## src/verilog/host_io_params.svh

```systemverilog
// constants for the host image access block: codes, bases, sizes
`ifndef HOST_IO_PARAMS_SVH
`define HOST_IO_PARAMS_SVH

// ----------------------------------------------------------------
// assembly messaging
// ----------------------------------------------------------------
`define SVC_READ_ASM 8'h0E
`define SVC_WRITE_ASM 8'h10
`define ASM_CLASS 8'h04
`define ASM_ATTR 8'h03
`define INST_RESPONSE 8'h64
`define INST_COMMAND 8'h96
`define IMAGE_BYTES 16'h0014
`define IMAGE_WORDS 16'h000A
`define IMAGE_BITS 16'h00A0
`define CIP_BAD_SERVICE 8'h08
`define CIP_SHORT 8'h13
`define CIP_BAD_ATTR 8'h14
`define CIP_LONG 8'h15
`define CIP_NO_OBJECT 8'h16

// ----------------------------------------------------------------
// register table map
// ----------------------------------------------------------------
`define RESP_REG_BASE 16'h0000
`define CMD_REG_BASE 16'h0400
`define CMD_COIL_BASE 16'h4000
`define COIL_ON 16'hFF00
`define COIL_OFF 16'h0000
`define FC_RD_COILS 8'h01
`define FC_RD_INPUTS 8'h02
`define FC_RD_HOLDING 8'h03
`define FC_RD_INREGS 8'h04
`define FC_WR_COIL 8'h05
`define FC_WR_REG 8'h06
`define FC_WR_COILS 8'h0F
`define FC_WR_REGS 8'h10
`define FC_MASK_REG 8'h16
`define EXC_FUNCTION 8'h01
`define EXC_ADDRESS 8'h02
`define EXC_VALUE 8'h03

`endif

```

## src/verilog/host_io_pkg.sv

```systemverilog
// types shared by the host image access block
package host_io_pkg;

    // sequencer states
    typedef enum logic [1:0] {
        ST_IDLE = 2'b00,
        ST_READ = 2'b01,
        ST_WRITE = 2'b10,
        ST_DONE = 2'b11
    } state_e;

    // classified request kinds
    typedef enum logic [2:0] {
        OP_REFUSE = 3'b000,
        OP_RD_WORDS = 3'b001,
        OP_RD_BITS = 3'b010,
        OP_WR_WORDS = 3'b011,
        OP_WR_BITS = 3'b100,
        OP_WR_COIL = 3'b101,
        OP_MASK = 3'b110
    } op_e;

endpackage

```

## src/verilog/cmd_image_bank.sv

```systemverilog
// command image: staged copy filled by one transfer, live copy swapped on commit
module cmd_image_bank (
    // clock and reset
    input wire logic clock,
    input wire logic reset_n,
    // staging control
    input wire logic load,
    input wire logic word_en,
    input wire logic bit_en,
    input wire logic [7:0] idx,
    input wire logic [15:0] word_in,
    input wire logic bit_in,
    input wire logic commit,
    // images
    output logic [159:0] live,
    output logic [15:0] stage_word
);

    logic [159:0] live_q;
    logic [159:0] stage_q;

    // word n at bits 16n..16n+15, so bit index equals coil offset
    assign live = live_q;
    assign stage_word = stage_q[{idx[3:0], 4'h0} +: 16];

    // staged writes never reach the driver until the whole transfer commits
    always_ff @(posedge clock) begin
        if (!reset_n) begin
            live_q <= 160'h0;
            stage_q <= 160'h0;
        end else begin
            if (load) begin
                stage_q <= live_q;
            end else if (word_en) begin
                stage_q[{idx[3:0], 4'h0} +: 16] <= word_in;
            end else if (bit_en) begin
                stage_q[idx] <= bit_in;
            end
            if (commit) begin
                live_q <= stage_q;
            end
        end
    end

endmodule

```

## src/verilog/req_decode.sv

```systemverilog
// classifies one request header into an operation, a range or a refusal
`include "host_io_params.svh"
module req_decode (
    // request header
    input wire logic is_cip,
    input wire logic [7:0] code,
    input wire logic [7:0] cls,
    input wire logic [7:0] inst,
    input wire logic [7:0] attr,
    input wire logic [15:0] addr,
    input wire logic [15:0] qty,
    // classification
    output host_io_pkg::op_e op,
    output logic src_cmd,
    output logic [7:0] first,
    output logic [7:0] count,
    output logic [7:0] exc
);

    // zero based range test from a base; 17 bits so the end cannot wrap
    function automatic logic fits(input logic [15:0] a, input logic [15:0] n,
                                  input logic [15:0] base, input logic [15:0] size);
        logic [16:0] end_a;
        end_a = {1'b0, a} + {1'b0, n};
        fits = (a >= base) && (end_a <= ({1'b0, base} + {1'b0, size}));
    endfunction

    // ----------------------------------------------------------------
    // range decode
    // ----------------------------------------------------------------
    wire logic single = (code == `FC_WR_COIL) || (code == `FC_WR_REG) ||
                        (code == `FC_MASK_REG);
    wire logic [15:0] n = single ? 16'h0001 : qty;
    wire logic in_resp_w = fits(addr, n, `RESP_REG_BASE, `IMAGE_WORDS);
    wire logic in_cmd_w = fits(addr, n, `CMD_REG_BASE, `IMAGE_WORDS);
    wire logic in_resp_b = fits(addr, n, `RESP_REG_BASE, `IMAGE_BITS);
    wire logic in_cmd_b = fits(addr, n, `CMD_COIL_BASE, `IMAGE_BITS);
    wire logic [15:0] off_cmd_w = addr - `CMD_REG_BASE;
    wire logic [15:0] off_cmd_b = addr - `CMD_COIL_BASE;
    wire logic rd_svc = (code == `SVC_READ_ASM);
    wire logic [7:0] want_inst = rd_svc ? `INST_RESPONSE : `INST_COMMAND;

    host_io_pkg::op_e tgt;
    logic ok;
    logic tsrc;
    logic [7:0] toff;

    // ----------------------------------------------------------------
    // function select
    // ----------------------------------------------------------------
    always_comb begin
        tgt = host_io_pkg::OP_REFUSE;
        ok = 1'b0;
        tsrc = 1'b0;
        toff = addr[7:0];
        case (code)
            `FC_RD_COILS: begin
                tgt = host_io_pkg::OP_RD_BITS;
                ok = in_cmd_b;
                tsrc = 1'b1;
                toff = off_cmd_b[7:0];
            end
            `FC_RD_INPUTS: begin
                tgt = host_io_pkg::OP_RD_BITS;
                ok = in_resp_b;
            end
            `FC_RD_HOLDING: begin
                tgt = host_io_pkg::OP_RD_WORDS;
                ok = in_resp_w || in_cmd_w;
                tsrc = !in_resp_w;
                toff = in_resp_w ? addr[7:0] : off_cmd_w[7:0];
            end
            `FC_RD_INREGS: begin
                tgt = host_io_pkg::OP_RD_WORDS;
                ok = in_resp_w;
            end
            `FC_WR_COIL, `FC_WR_COILS: begin
                tgt = (code == `FC_WR_COIL) ? host_io_pkg::OP_WR_COIL : host_io_pkg::OP_WR_BITS;
                ok = in_cmd_b;
                tsrc = 1'b1;
                toff = off_cmd_b[7:0];
            end
            `FC_WR_REG, `FC_WR_REGS, `FC_MASK_REG: begin
                tgt = (code == `FC_MASK_REG) ? host_io_pkg::OP_MASK : host_io_pkg::OP_WR_WORDS;
                ok = in_cmd_w;
                tsrc = 1'b1;
                toff = off_cmd_w[7:0];
            end
            default: begin
                tgt = host_io_pkg::OP_REFUSE;
            end
        endcase
    end

    // ----------------------------------------------------------------
    // verdict
    // ----------------------------------------------------------------
    always_comb begin
        op = host_io_pkg::OP_REFUSE;
        src_cmd = 1'b0;
        first = 8'h00;
        count = 8'h00;
        exc = 8'h00;
        if (is_cip) begin
            if (!rd_svc && code != `SVC_WRITE_ASM) begin
                exc = `CIP_BAD_SERVICE;
            end else if (cls != `ASM_CLASS || inst != want_inst) begin
                exc = `CIP_NO_OBJECT;
            end else if (attr != `ASM_ATTR) begin
                exc = `CIP_BAD_ATTR;
            end else if (rd_svc) begin
                op = host_io_pkg::OP_RD_WORDS;
                count = 8'h0A;
            end else if (qty < `IMAGE_BYTES) begin
                exc = `CIP_SHORT;
            end else if (qty > `IMAGE_BYTES) begin
                exc = `CIP_LONG;
            end else begin
                op = host_io_pkg::OP_WR_WORDS;
                src_cmd = 1'b1;
                count = 8'h0A;
            end
        end else if (tgt == host_io_pkg::OP_REFUSE) begin
            exc = `EXC_FUNCTION;
        end else if (n == 16'h0000) begin
            exc = `EXC_VALUE;
        end else if (!ok) begin
            exc = `EXC_ADDRESS;
        end else begin
            op = tgt;
            src_cmd = tsrc;
            first = toff;
            count = (tgt == host_io_pkg::OP_MASK) ? 8'h02 : n[7:0];
        end
    end

endmodule

```

## src/verilog/host_io_image_access.sv

```systemverilog
// host access to the 20 byte command and response images
`include "host_io_params.svh"
// Behaviour
// - read assembly service E returns response image
// - write assembly service 10 accepts command image
// - only class 4 attribute 3 served
// - response image at instance 100
// - command image at instance 150
// - assembly transfers carry exactly 20 bytes
// - table addresses are zero based references
// - discrete inputs and input registers share memory
// - response data starts at address 0
// - input n is bit n mod 16
// - coils and holding registers share command memory
// - holding registers at 1024, coils at 16384
// - coil 16384 is bit 0, ascending bits
// - inputs carry responses, outputs carry commands
// - unknown function answers exception 01
// - address outside image answers exception 02
module host_io_image_access (
    // clock and reset
    input wire logic clock,
    input wire logic reset_n,
    // request header
    input wire logic hdr_valid,
    input wire logic hdr_is_cip,
    input wire logic [7:0] hdr_code,
    input wire logic [7:0] hdr_class,
    input wire logic [7:0] hdr_instance,
    input wire logic [7:0] hdr_attribute,
    input wire logic [15:0] hdr_addr,
    input wire logic [15:0] hdr_qty,
    output logic hdr_ready,
    // write data beats
    input wire logic wr_valid,
    input wire logic [15:0] wr_data,
    output logic wr_ready,
    // answer
    output logic rsp_valid,
    output logic [15:0] rsp_data,
    output logic rsp_done,
    output logic rsp_error,
    output logic [7:0] rsp_code,
    // driver side images
    input wire logic [159:0] resp_image,
    output logic [159:0] cmd_image,
    output logic cmd_update
);

    function automatic logic is_write(input host_io_pkg::op_e op);
        is_write = (op == host_io_pkg::OP_WR_WORDS) || (op == host_io_pkg::OP_WR_BITS) ||
                   (op == host_io_pkg::OP_WR_COIL) || (op == host_io_pkg::OP_MASK);
    endfunction

    // ----------------------------------------------------------------
    // request decode
    // ----------------------------------------------------------------
    host_io_pkg::op_e dec_op;
    logic dec_src;
    logic [7:0] dec_first;
    logic [7:0] dec_count;
    logic [7:0] dec_exc;

    req_decode u_decode (
        .is_cip(hdr_is_cip),
        .code(hdr_code),
        .cls(hdr_class),
        .inst(hdr_instance),
        .attr(hdr_attribute),
        .addr(hdr_addr),
        .qty(hdr_qty),
        .op(dec_op),
        .src_cmd(dec_src),
        .first(dec_first),
        .count(dec_count),
        .exc(dec_exc)
    );

    host_io_pkg::state_e state_q;
    host_io_pkg::state_e state_d;
    host_io_pkg::op_e op_q;
    logic src_q;
    logic [7:0] idx_q;
    logic [7:0] cnt_q;
    logic err_q;
    logic [7:0] code_q;
    logic [15:0] and_q;
    logic [159:0] snap_q;
    logic [15:0] stage_word;

    // handshake and sequencing terms
    wire logic accept = hdr_valid && hdr_ready;
    wire logic take = wr_valid && wr_ready;
    wire logic last_beat = (cnt_q == 8'h01);
    wire logic refuse = (dec_op == host_io_pkg::OP_REFUSE);
    wire logic in_read = (state_q == host_io_pkg::ST_READ);
    wire logic in_done = (state_q == host_io_pkg::ST_DONE);

    // ----------------------------------------------------------------
    // read path
    // ----------------------------------------------------------------
    // one flat image: input n and register bit share an index
    wire logic [159:0] rd_img = src_q ? cmd_image : snap_q;
    wire logic [15:0] rd_word = rd_img[{idx_q[3:0], 4'h0} +: 16];
    wire logic [15:0] rd_item = (op_q == host_io_pkg::OP_RD_BITS) ?
                                {15'h0000, rd_img[idx_q]} : rd_word;

    // ----------------------------------------------------------------
    // write path
    // ----------------------------------------------------------------
    wire logic coil_ok = (wr_data == `COIL_ON) || (wr_data == `COIL_OFF);
    wire logic [15:0] masked = (stage_word & and_q) | (wr_data & ~and_q);
    wire logic is_mask = (op_q == host_io_pkg::OP_MASK);
    wire logic is_coil = (op_q == host_io_pkg::OP_WR_COIL);
    wire logic word_en = take && ((op_q == host_io_pkg::OP_WR_WORDS) || (is_mask && last_beat));
    wire logic bit_en = take && ((op_q == host_io_pkg::OP_WR_BITS) || (is_coil && coil_ok));
    wire logic bit_in = is_coil ? (wr_data == `COIL_ON) : wr_data[0];
    wire logic [15:0] word_in = is_mask ? masked : wr_data;
    wire logic load = accept && is_write(dec_op);
    // swap only after a clean, complete transfer
    wire logic commit = in_done && is_write(op_q) && !err_q;

    // command memory shared by coils and holding registers
    cmd_image_bank u_bank (
        .clock(clock),
        .reset_n(reset_n),
        .load(load),
        .word_en(word_en),
        .bit_en(bit_en),
        .idx(idx_q),
        .word_in(word_in),
        .bit_in(bit_in),
        .commit(commit),
        .live(cmd_image),
        .stage_word(stage_word)
    );

    // ----------------------------------------------------------------
    // sequencer
    // ----------------------------------------------------------------
    always_comb begin
        state_d = state_q;
        case (state_q)
            host_io_pkg::ST_IDLE: begin
                if (accept) begin
                    state_d = refuse ? host_io_pkg::ST_DONE :
                              is_write(dec_op) ? host_io_pkg::ST_WRITE : host_io_pkg::ST_READ;
                end
            end
            host_io_pkg::ST_READ: begin
                if (last_beat) state_d = host_io_pkg::ST_DONE;
            end
            host_io_pkg::ST_WRITE: begin
                if (take && last_beat) state_d = host_io_pkg::ST_DONE;
            end
            host_io_pkg::ST_DONE: begin
                state_d = host_io_pkg::ST_IDLE;
            end
            default: begin
                state_d = host_io_pkg::ST_IDLE;
            end
        endcase
    end

    // transfer bookkeeping; a mask write keeps its index for both beats
    always_ff @(posedge clock) begin
        if (!reset_n) begin
            state_q <= host_io_pkg::ST_IDLE;
            op_q <= host_io_pkg::OP_REFUSE;
            src_q <= 1'b0;
            idx_q <= 8'h00;
            cnt_q <= 8'h00;
        end else begin
            state_q <= state_d;
            if (accept) begin
                op_q <= dec_op;
                src_q <= dec_src;
                idx_q <= dec_first;
                cnt_q <= dec_count;
            end else if (in_read || take) begin
                cnt_q <= cnt_q - 8'h01;
                if (!is_mask) idx_q <= idx_q + 8'h01;
            end
        end
    end

    // exception code held for the done beat; bad coil value is 03
    always_ff @(posedge clock) begin
        if (!reset_n) begin
            err_q <= 1'b0;
            code_q <= 8'h00;
            and_q <= 16'h0000;
        end else if (accept) begin
            err_q <= refuse;
            code_q <= dec_exc;
        end else if (take && is_coil && !coil_ok) begin
            err_q <= 1'b1;
            code_q <= `EXC_VALUE;
        end else if (take && is_mask && !last_beat) begin
            and_q <= wr_data;
        end
    end

    // snapshot so one read returns a coherent response image
    always_ff @(posedge clock) begin
        if (!reset_n) begin
            snap_q <= 160'h0;
        end else if (accept) begin
            snap_q <= resp_image;
        end
    end

    // ----------------------------------------------------------------
    // registered outputs
    // ----------------------------------------------------------------
    always_ff @(posedge clock) begin
        if (!reset_n) begin
            hdr_ready <= 1'b0;
            wr_ready <= 1'b0;
            rsp_valid <= 1'b0;
            rsp_data <= 16'h0000;
            rsp_done <= 1'b0;
            rsp_error <= 1'b0;
            rsp_code <= 8'h00;
            cmd_update <= 1'b0;
        end else begin
            hdr_ready <= (state_d == host_io_pkg::ST_IDLE);
            wr_ready <= (state_d == host_io_pkg::ST_WRITE);
            rsp_valid <= in_read;
            rsp_data <= in_read ? rd_item : 16'h0000;
            rsp_done <= in_done;
            rsp_error <= in_done && err_q;
            if (in_done) rsp_code <= err_q ? code_q : 8'h00;
            cmd_update <= commit;
        end
    end

    wire logic cip_ok = hdr_class == `ASM_CLASS && hdr_attribute == `ASM_ATTR;
    wire logic cip_rd = accept && hdr_is_cip && hdr_code == `SVC_READ_ASM;
    wire logic cip_wr = accept && hdr_is_cip && hdr_code == `SVC_WRITE_ASM;
    wire logic mb = accept && !hdr_is_cip;
endmodule

```

## config.mk

```make
export PLATFORM = sky130hd
export DESIGN_NAME = host_io_image_access
export DESIGN_NICKNAME = d
export VERILOG_FILES = /design/src/verilog/host_io_pkg.sv /design/src/verilog/cmd_image_bank.sv /design/src/verilog/req_decode.sv /design/src/verilog/host_io_image_access.sv
export VERILOG_INCLUDE_DIRS = /design/src /design/src/verilog
export SDC_FILE = /design/constraint.sdc
export NUM_CORES = 2
export LEC_CHECK = 0
export BUFFER_PORTS_ARGS = -buffer_cell sky130_fd_sc_hd__buf_2
export CAP_MARGIN = 15
export CELL_PAD_IN_SITES_DETAIL_PLACEMENT = 1
export CELL_PAD_IN_SITES_GLOBAL_PLACEMENT = 1
export CORE_MARGIN = 5
export CORE_UTILIZATION = 43
export DETAILED_ROUTE_END_ITERATION = 10
export PLACE_DENSITY_LB_ADDON = 0.1
export SYNTH_ARGS = -nofsm -noshare
export SYNTH_HDL_FRONTEND = slang
export SYNTH_SLANG_ARGS = --single-unit
```

## constraint.sdc

```tcl
create_clock -name clock -period 8.4 [get_ports clock]
set_clock_uncertainty 0.2 [all_clocks]
set_input_delay 1.26 -clock clock [delete_from_list [all_inputs] [get_ports clock]]
set_output_delay 1.26 -clock clock [all_outputs]
set_load 0.05 [all_outputs]
```

---- After elaboration in Yosys (flattened, before gate mapping) ----
Index checks and enable logic that the tools add are counted.
operators by class
  equality and inequality tests ........... 31
  $lt $le $gt $ge ......................... 11
  add/subtract/negate cells ............... 6
  reductions and logical operators ........ 59
  multiplexer cells ....................... 83
  bitwise logic cells ..................... 8
  shifts and indexed selects .............. 4
operators with widths
  operator                                                  count
  two-way mux 160 bit                                       4
  bitwise mux 160 bit                                       2
  variable part select 160 x 9 -> 16 bit                    2
  two-way mux 8 bit                                         32
  variable shift 16 x 10 -> 160 bit (first input constant)  1
  variable part select 16 x 10 -> 160 bit                   1
  bitwise AND 16 bit                                        2
  zero test 16 bit                                          2
  two-way mux 16 bit                                        2
  two-way mux 3 bit                                         10
  equality test 8 x 3 -> 1 bit (second input constant)      3
  case mux 8 bit (3 select lines)                           1
  subtractor 8 x 1 -> 8 bit (second input constant)         3
  equality test 3 bit (second input constant)               7
  logical AND 1 bit                                         21
  adder 16 x 16 -> 17 bit                                   1
  <= comparator 17 x 11 -> 1 bit (second input constant)    1
  <= comparator 17 x 15 -> 1 bit (second input constant)    1
  <= comparator 17 x 4 -> 1 bit (second input constant)     1
  <= comparator 17 x 8 -> 1 bit (second input constant)     1
  two-way mux 1 bit                                         17
  equality test 16 bit (second input constant)              1
  equality test 8 x 1 -> 1 bit (second input constant)      2
  equality test 8 x 2 -> 1 bit (second input constant)      2
  other kinds (42)                                          82
storage, ports and cells
  register bits after elaboration ......... 557
  output and inout port bits .............. 190
  logic and storage cells ................. 222

---- Depth between registers and ports, before layout ----
  depth in word-level cells ............... 22
  depth in mapped cells ................... 26

---- Modules after synthesis ----
Synthesis repeated with hierarchy kept, for this count alone.
unflattened totals
  cells, all modules ...................... 3798
  area, all modules ....................... 33409.5 sq um
modules (own cells, without submodules)
  module                area each (sq um)  cells each  instances
  cmd_image_bank        16981.3            1889        1
  host_io_image_access  13957.1            1533        1
  req_decode            2471.1             376         1

---- Worst setup path before layout ----
Ideal clock, no wire load.
  path type ............................... input -> register
  from .................................... in hdr_code[1]
  to ...................................... reg u_bank.stage_q[150]
  stages .................................. 25
  path slack .............................. 1.602 ns
  library setup time ...................... 0.124 ns
  arrival ................................. 6.475 ns
  path buffers ............................ 8
  cell sequence ........................... buf_2 > nor3b_1 > o211ai_1 > buf_2 > buf_2 > clkbuf_1 > and2_1 > fa_1 > clkbuf_1 > o22ai_1 > o21ai_0 > o21ai_1 > nor2_1 > xor2_1 > nor4bb_1 > a211oi_4 > o41ai_2 > a22oi_1 > a32oi_2 > a21oi_1 > buf_2 > buf_2 > buf_2 > a22oi_1 > a21oi_1
on the way
  longest elaborated chain between the ends .. 19
  elaborated cells between the ends (all ways) .. 58
RTL lines
  element                                                                          RTL line                     source
  from (decl)                                                                      host_io_image_access.sv:27   input wire logic [7:0] hdr_code,
  equality test 8 x 3 -> 1 bit                                                     req_decode.sv:56             case (code)
  logical OR 1 bit (2 in series)                                                   req_decode.sv:31             wire logic single = (code == `FC_WR_COIL) || (code == `FC_WR_REG) ||
  two-way mux 16 bit                                                               req_decode.sv:33             wire logic [15:0] n = single ? 16'h0001 : qty;
  adder 16 x 16 -> 17 bit                                                          req_decode.sv:24             end_a = {1'b0, a} + {1'b0, n};
  <= comparator 17 x 4 -> 1 bit or <= comparator 17 x 11 -> 1 bit (tied branches)  req_decode.sv:25             fits = (a >= base) && (end_a <= ({1'b0, base} + {1'b0, size}));
  logical AND 1 bit                                                                req_decode.sv:25
  logical OR 1 bit                                                                 req_decode.sv:69             ok = in_resp_w || in_cmd_w;
  case mux 1 bit (5 select lines)                                                  req_decode.sv:56
  two-way mux 3 bit                                                                req_decode.sv:127            end else if (!ok) begin
  two-way mux 3 bit                                                                req_decode.sv:125            end else if (n == 16'h0000) begin
  two-way mux 3 bit                                                                req_decode.sv:123            end else if (tgt == host_io_pkg::OP_REFUSE) begin
  two-way mux 3 bit *                                                              req_decode.sv:104            if (is_cip) begin
  equality test 3 x 2 -> 1 bit or equality test 3 bit (tied branches)              host_io_image_access.sv:51   is_write = (op == host_io_pkg::OP_WR_WORDS) || (op == host_io_pkg::OP_WR_BITS) ||
  logical OR 1 bit (2 in series)                                                   host_io_image_access.sv:51
  logical OR 1 bit *                                                               host_io_image_access.sv:52   (op == host_io_pkg::OP_WR_COIL) || (op == host_io_pkg::OP_MASK);
  logical AND 1 bit *                                                              host_io_image_access.sv:119  wire logic load = accept && is_write(dec_op);
  nonzero test 3 bit (no source line) or two-way mux 160 bit (tied branches)       n/a
  to (signal assigned)                                                             cmd_image_bank.sv:33         stage_q <= live_q;
  to (signal, indexed assignment)                                                  cmd_image_bank.sv:35         stage_q[{idx[3:0], 4'h0} +: 16] <= word_in;
  to (signal, indexed assignment)                                                  cmd_image_bank.sv:37         stage_q[idx] <= bit_in;
  to (decl)                                                                        cmd_image_bank.sv:20         logic [159:0] stage_q;
Every way passes the cells marked *; elsewhere a longest branch is shown, timed or not.
A chain may end at the register's enable or synchronous reset.

---- Worst setup path after layout ----
  from .................................... in hdr_code[0]
  to ...................................... reg u_bank.stage_q[155]
The elaborated chain is that of the path after synthesis.

==> impl_metrics.yaml <==
status:
  status: "finished clean"
final_layout:
  area_growth_pct: 14.9
  regArea_um2: 11000
  fillCellCount: 9504
  layout.nets: 4748
  final_area_um2: 38000
  multi_input_area_um2: 20500
  drive_above_1_share: 0.190
global_routing:
  grt_max_degree: 161
  track_usage: 0.410
  grt_pass1_wl_um: 253000
  antenna_found_initial: 10
  grt.overflow.total: 0
  grt_pass1_vias: 36184
drt:
  via_per_inst: 6.75
  wl_per_cell_um: 31.9
  drtAntennaViolNets: 0
  drt_iter0_markers: 5175
  first_pass_iters: 8
  vias: 37606
  drc_errors: 0
  finalWirelength_um: 178000
clock_network:
  cts_htree_levels: 3
  post_cts_buffers: 0
  cts_tree: "done"
  cts_sinks: 551
  path_clk_slew_ns: 0.06
  cts_resized: 0
  clockRootBuffer: "clkbuf_16"
  cts_made_buffers: 67
  holdBufCountCts: 0
  cts_buffer_depth: 3
  insertion_delay_ns: 0.63
pwr:
  seq_power_share: 0.350
  p_leak_nw: 14.4
  ir_worst_vdd_v: 0.000170
  power_density_nw_per_um2: 215
  power_frac_comb: 0.269
  power_frac_clock: 0.381
  switching_power_mw: 2.97
  swShare: 0.364
  p_int_mw: 5.20
sta:
  finalHoldViolCount: 0
  finalSetupTns_ns: 0
  rsz0062_at_grt: "no"
  min_period_ns: 7.39
  fmax_ghz: 0.135
  period_share: 0.880
  slew-limit-headroom: 0.136
  setup_viol: 0
  worst_slew_pin_slew_ns: 1.30
  final_max_slew_viol_count: 0
synth:
  synth_flop_cell: "dfxtp_1"
  yosysMostFrequentCell: "nand2_1"
  ys_seq_area_frac: 0.333
  synth_edf_count: 0
  ys_async_sr_fraction: 0
  yosys_warnings: 0
  synthTopCellsByCount: "nand2_1 (933), a21oi_1 (610), dfxtp_1 (551), nor2_1 (323), clkbuf_1 (316)"
  yosysTopAreaCell: "dfxtp_1"
  ys_types: 103
  synth_area_leaders: "dfxtp_1 (33%), nand2_1 (11%), a21oi_1 (9.2%)"
  synth-seq-cells: 551
  synth_area_um2: 33100
  synthCells: 4305
  synth.avg_cell_area_um2: 7.69
  synth_top_area_share: 0.333
floorplanning:
  io_pins: 435
  dieHeight_um: 288
  start_util: 0.435
  die_x_um: 288
  core_area_um2: 76200
  die_area_um2: 82700
  rows: 101
placed_design:
  gp_congestion: 1.02
  placed_area_um2: 35700
  numPortBuffers: 431
  dp_hpwl_um: 126000
setup_path:
  cpPeakStageDelay_ns: 0.74
  worst_ep_required_time_ns: 8.74
  critPathArrivalTime_ns: 7.74
  cp.buffers_inverters: 1
  crit_chain: "buf_2, nor3b_1, o211ai_1, and2_1, fa_1, o22ai_1, o21ai_0, o21ai_1, nor2_1, xor2_1, nor4bb_1, a211oi_4, o41ai_2, a22oi_1, a32oi_2, a21oi_4, nand2b_1, o31ai_1, a21oi_1"
  crit_type: "in -> reg"
  cp-end-kind: "register"
  cp-start-kind: "primary input"
  crit_family: "compound AO/OA/AOI/OAI gates"
  cp_slowest_cell: "nand2b_1"
  cp_max_fo: 18
flow_run:
  drv_cap: 0
min_path:
  hold_path.class: "reg -> reg"
-- tightest hold or removal path, stage by stage (launching register included) --
cell and delay (ns):
dfxtp_1 0.30, nand2_1 0.05, a21oi_1 0.05
-- final cells by class --
cell class / instances / area share
well taps: 1030 / 0.0339
repair buffers: 511 / 0.0745
diodes: 7 / 0.000460
multi-input cells: 3336 / 0.539
inverters: 18 / 0.00197
clock inverters: 20 / 0.00779
clock buffers: 100 / 0.0527
flip-flops and latches: 551 / 0.290
-- cells by family after synthesis --
kind of cell | share of synthesized area
flops | 0.333
other cells | 0.000113
mux | 0.138
buf+inv | 0.0513
xor+xnor | 0.00423
simple gates | 0.217
fa+ha+maj | 0.00763
compound gates | 0.248
-- cell usage in the layout, fill, tap and decap left out, drive strengths merged, types with 67 or more instances in the layout --
cell type / synthesis / layout
mux2i: 146 / 146
o21ai: 194 / 194
o31ai: 75 / 75
a21oi: 611 / 611
clkbuf: 316 / 101
nor2: 323 / 323
nor3: 92 / 92
mux4: 111 / 111
nand3: 73 / 73
nand2: 934 / 934
o22ai: 67 / 67
buf: 86 / 510
dfxtp: 551 / 551
-- path summary, 6_finish.rpt --
path / startpoint / to / slack, ns / cells after the start
hold reg to reg: rsp_code[4] / rsp_code[4] / 0.25 / 2
hold / removal: rsp_code[4] / rsp_code[4] / 0.25 / 2
setup reg to reg: idx_q[1] / u_bank.stage_q[135] / 2.76 / 9
setup / recovery: hdr_code[0] / u_bank.stage_q[155] / 1.01 / 19
-- metrics by stage --
step	hold WS [ns]	util	setup slack [ns]	total power, mW	instances
after floorplan	0.234	-	1.60	4.14	4307
after global placement	0.237	0.469	0.834	4.97	5445
after CTS	0.250	0.499	1.22	8.06	5565
after global routing	0.267	0.499	0.568	8.34	5566
final	0.249	0.499	1.01	8.17	5573
after detailed placement	0.242	0.469	0.617	4.99	5445
-- registers in the layout, indices dropped and copies added (netlist names) --
name	cells
snap_q	160
u_bank.live	160
u_bank.stage_q	160
and_q	16
rsp_data	16
cnt_q	8
idx_q	8
code_q	5
rsp_code	5
op_q	3
state_q	2
cmd_update	1
err_q	1
hdr_ready	1
rsp_done	1
rsp_error	1
rsp_valid	1
src_q	1
wr_ready	1
-- routing by layer --
layer / vias up / wire, um / GRT usage
li1: 15945 / - / -
met1: 18588 / 67100 / 0.524
met2: 2428 / 73800 / 0.594
met3: 643 / 23200 / 0.141
met4: 2 / 13600 / 0.253
met5: - / 7 / 0
-- power by group through the flow --
| stage | Sequential [mW] | Combinational (mW) | Clock, mW |
|---|---|---|---|
| finish | 2.86 | 2.20 | 3.11 |
| detailed placement | 2.91 | 2.08 | 0 |
| floorplan | 2.84 | 1.30 | 0 |
| global route | 2.87 | 2.26 | 3.21 |
| CTS | 2.86 | 2.09 | 3.12 |
| global placement | 2.91 | 2.06 | 0 |
(Power assumes the default switching activity.)
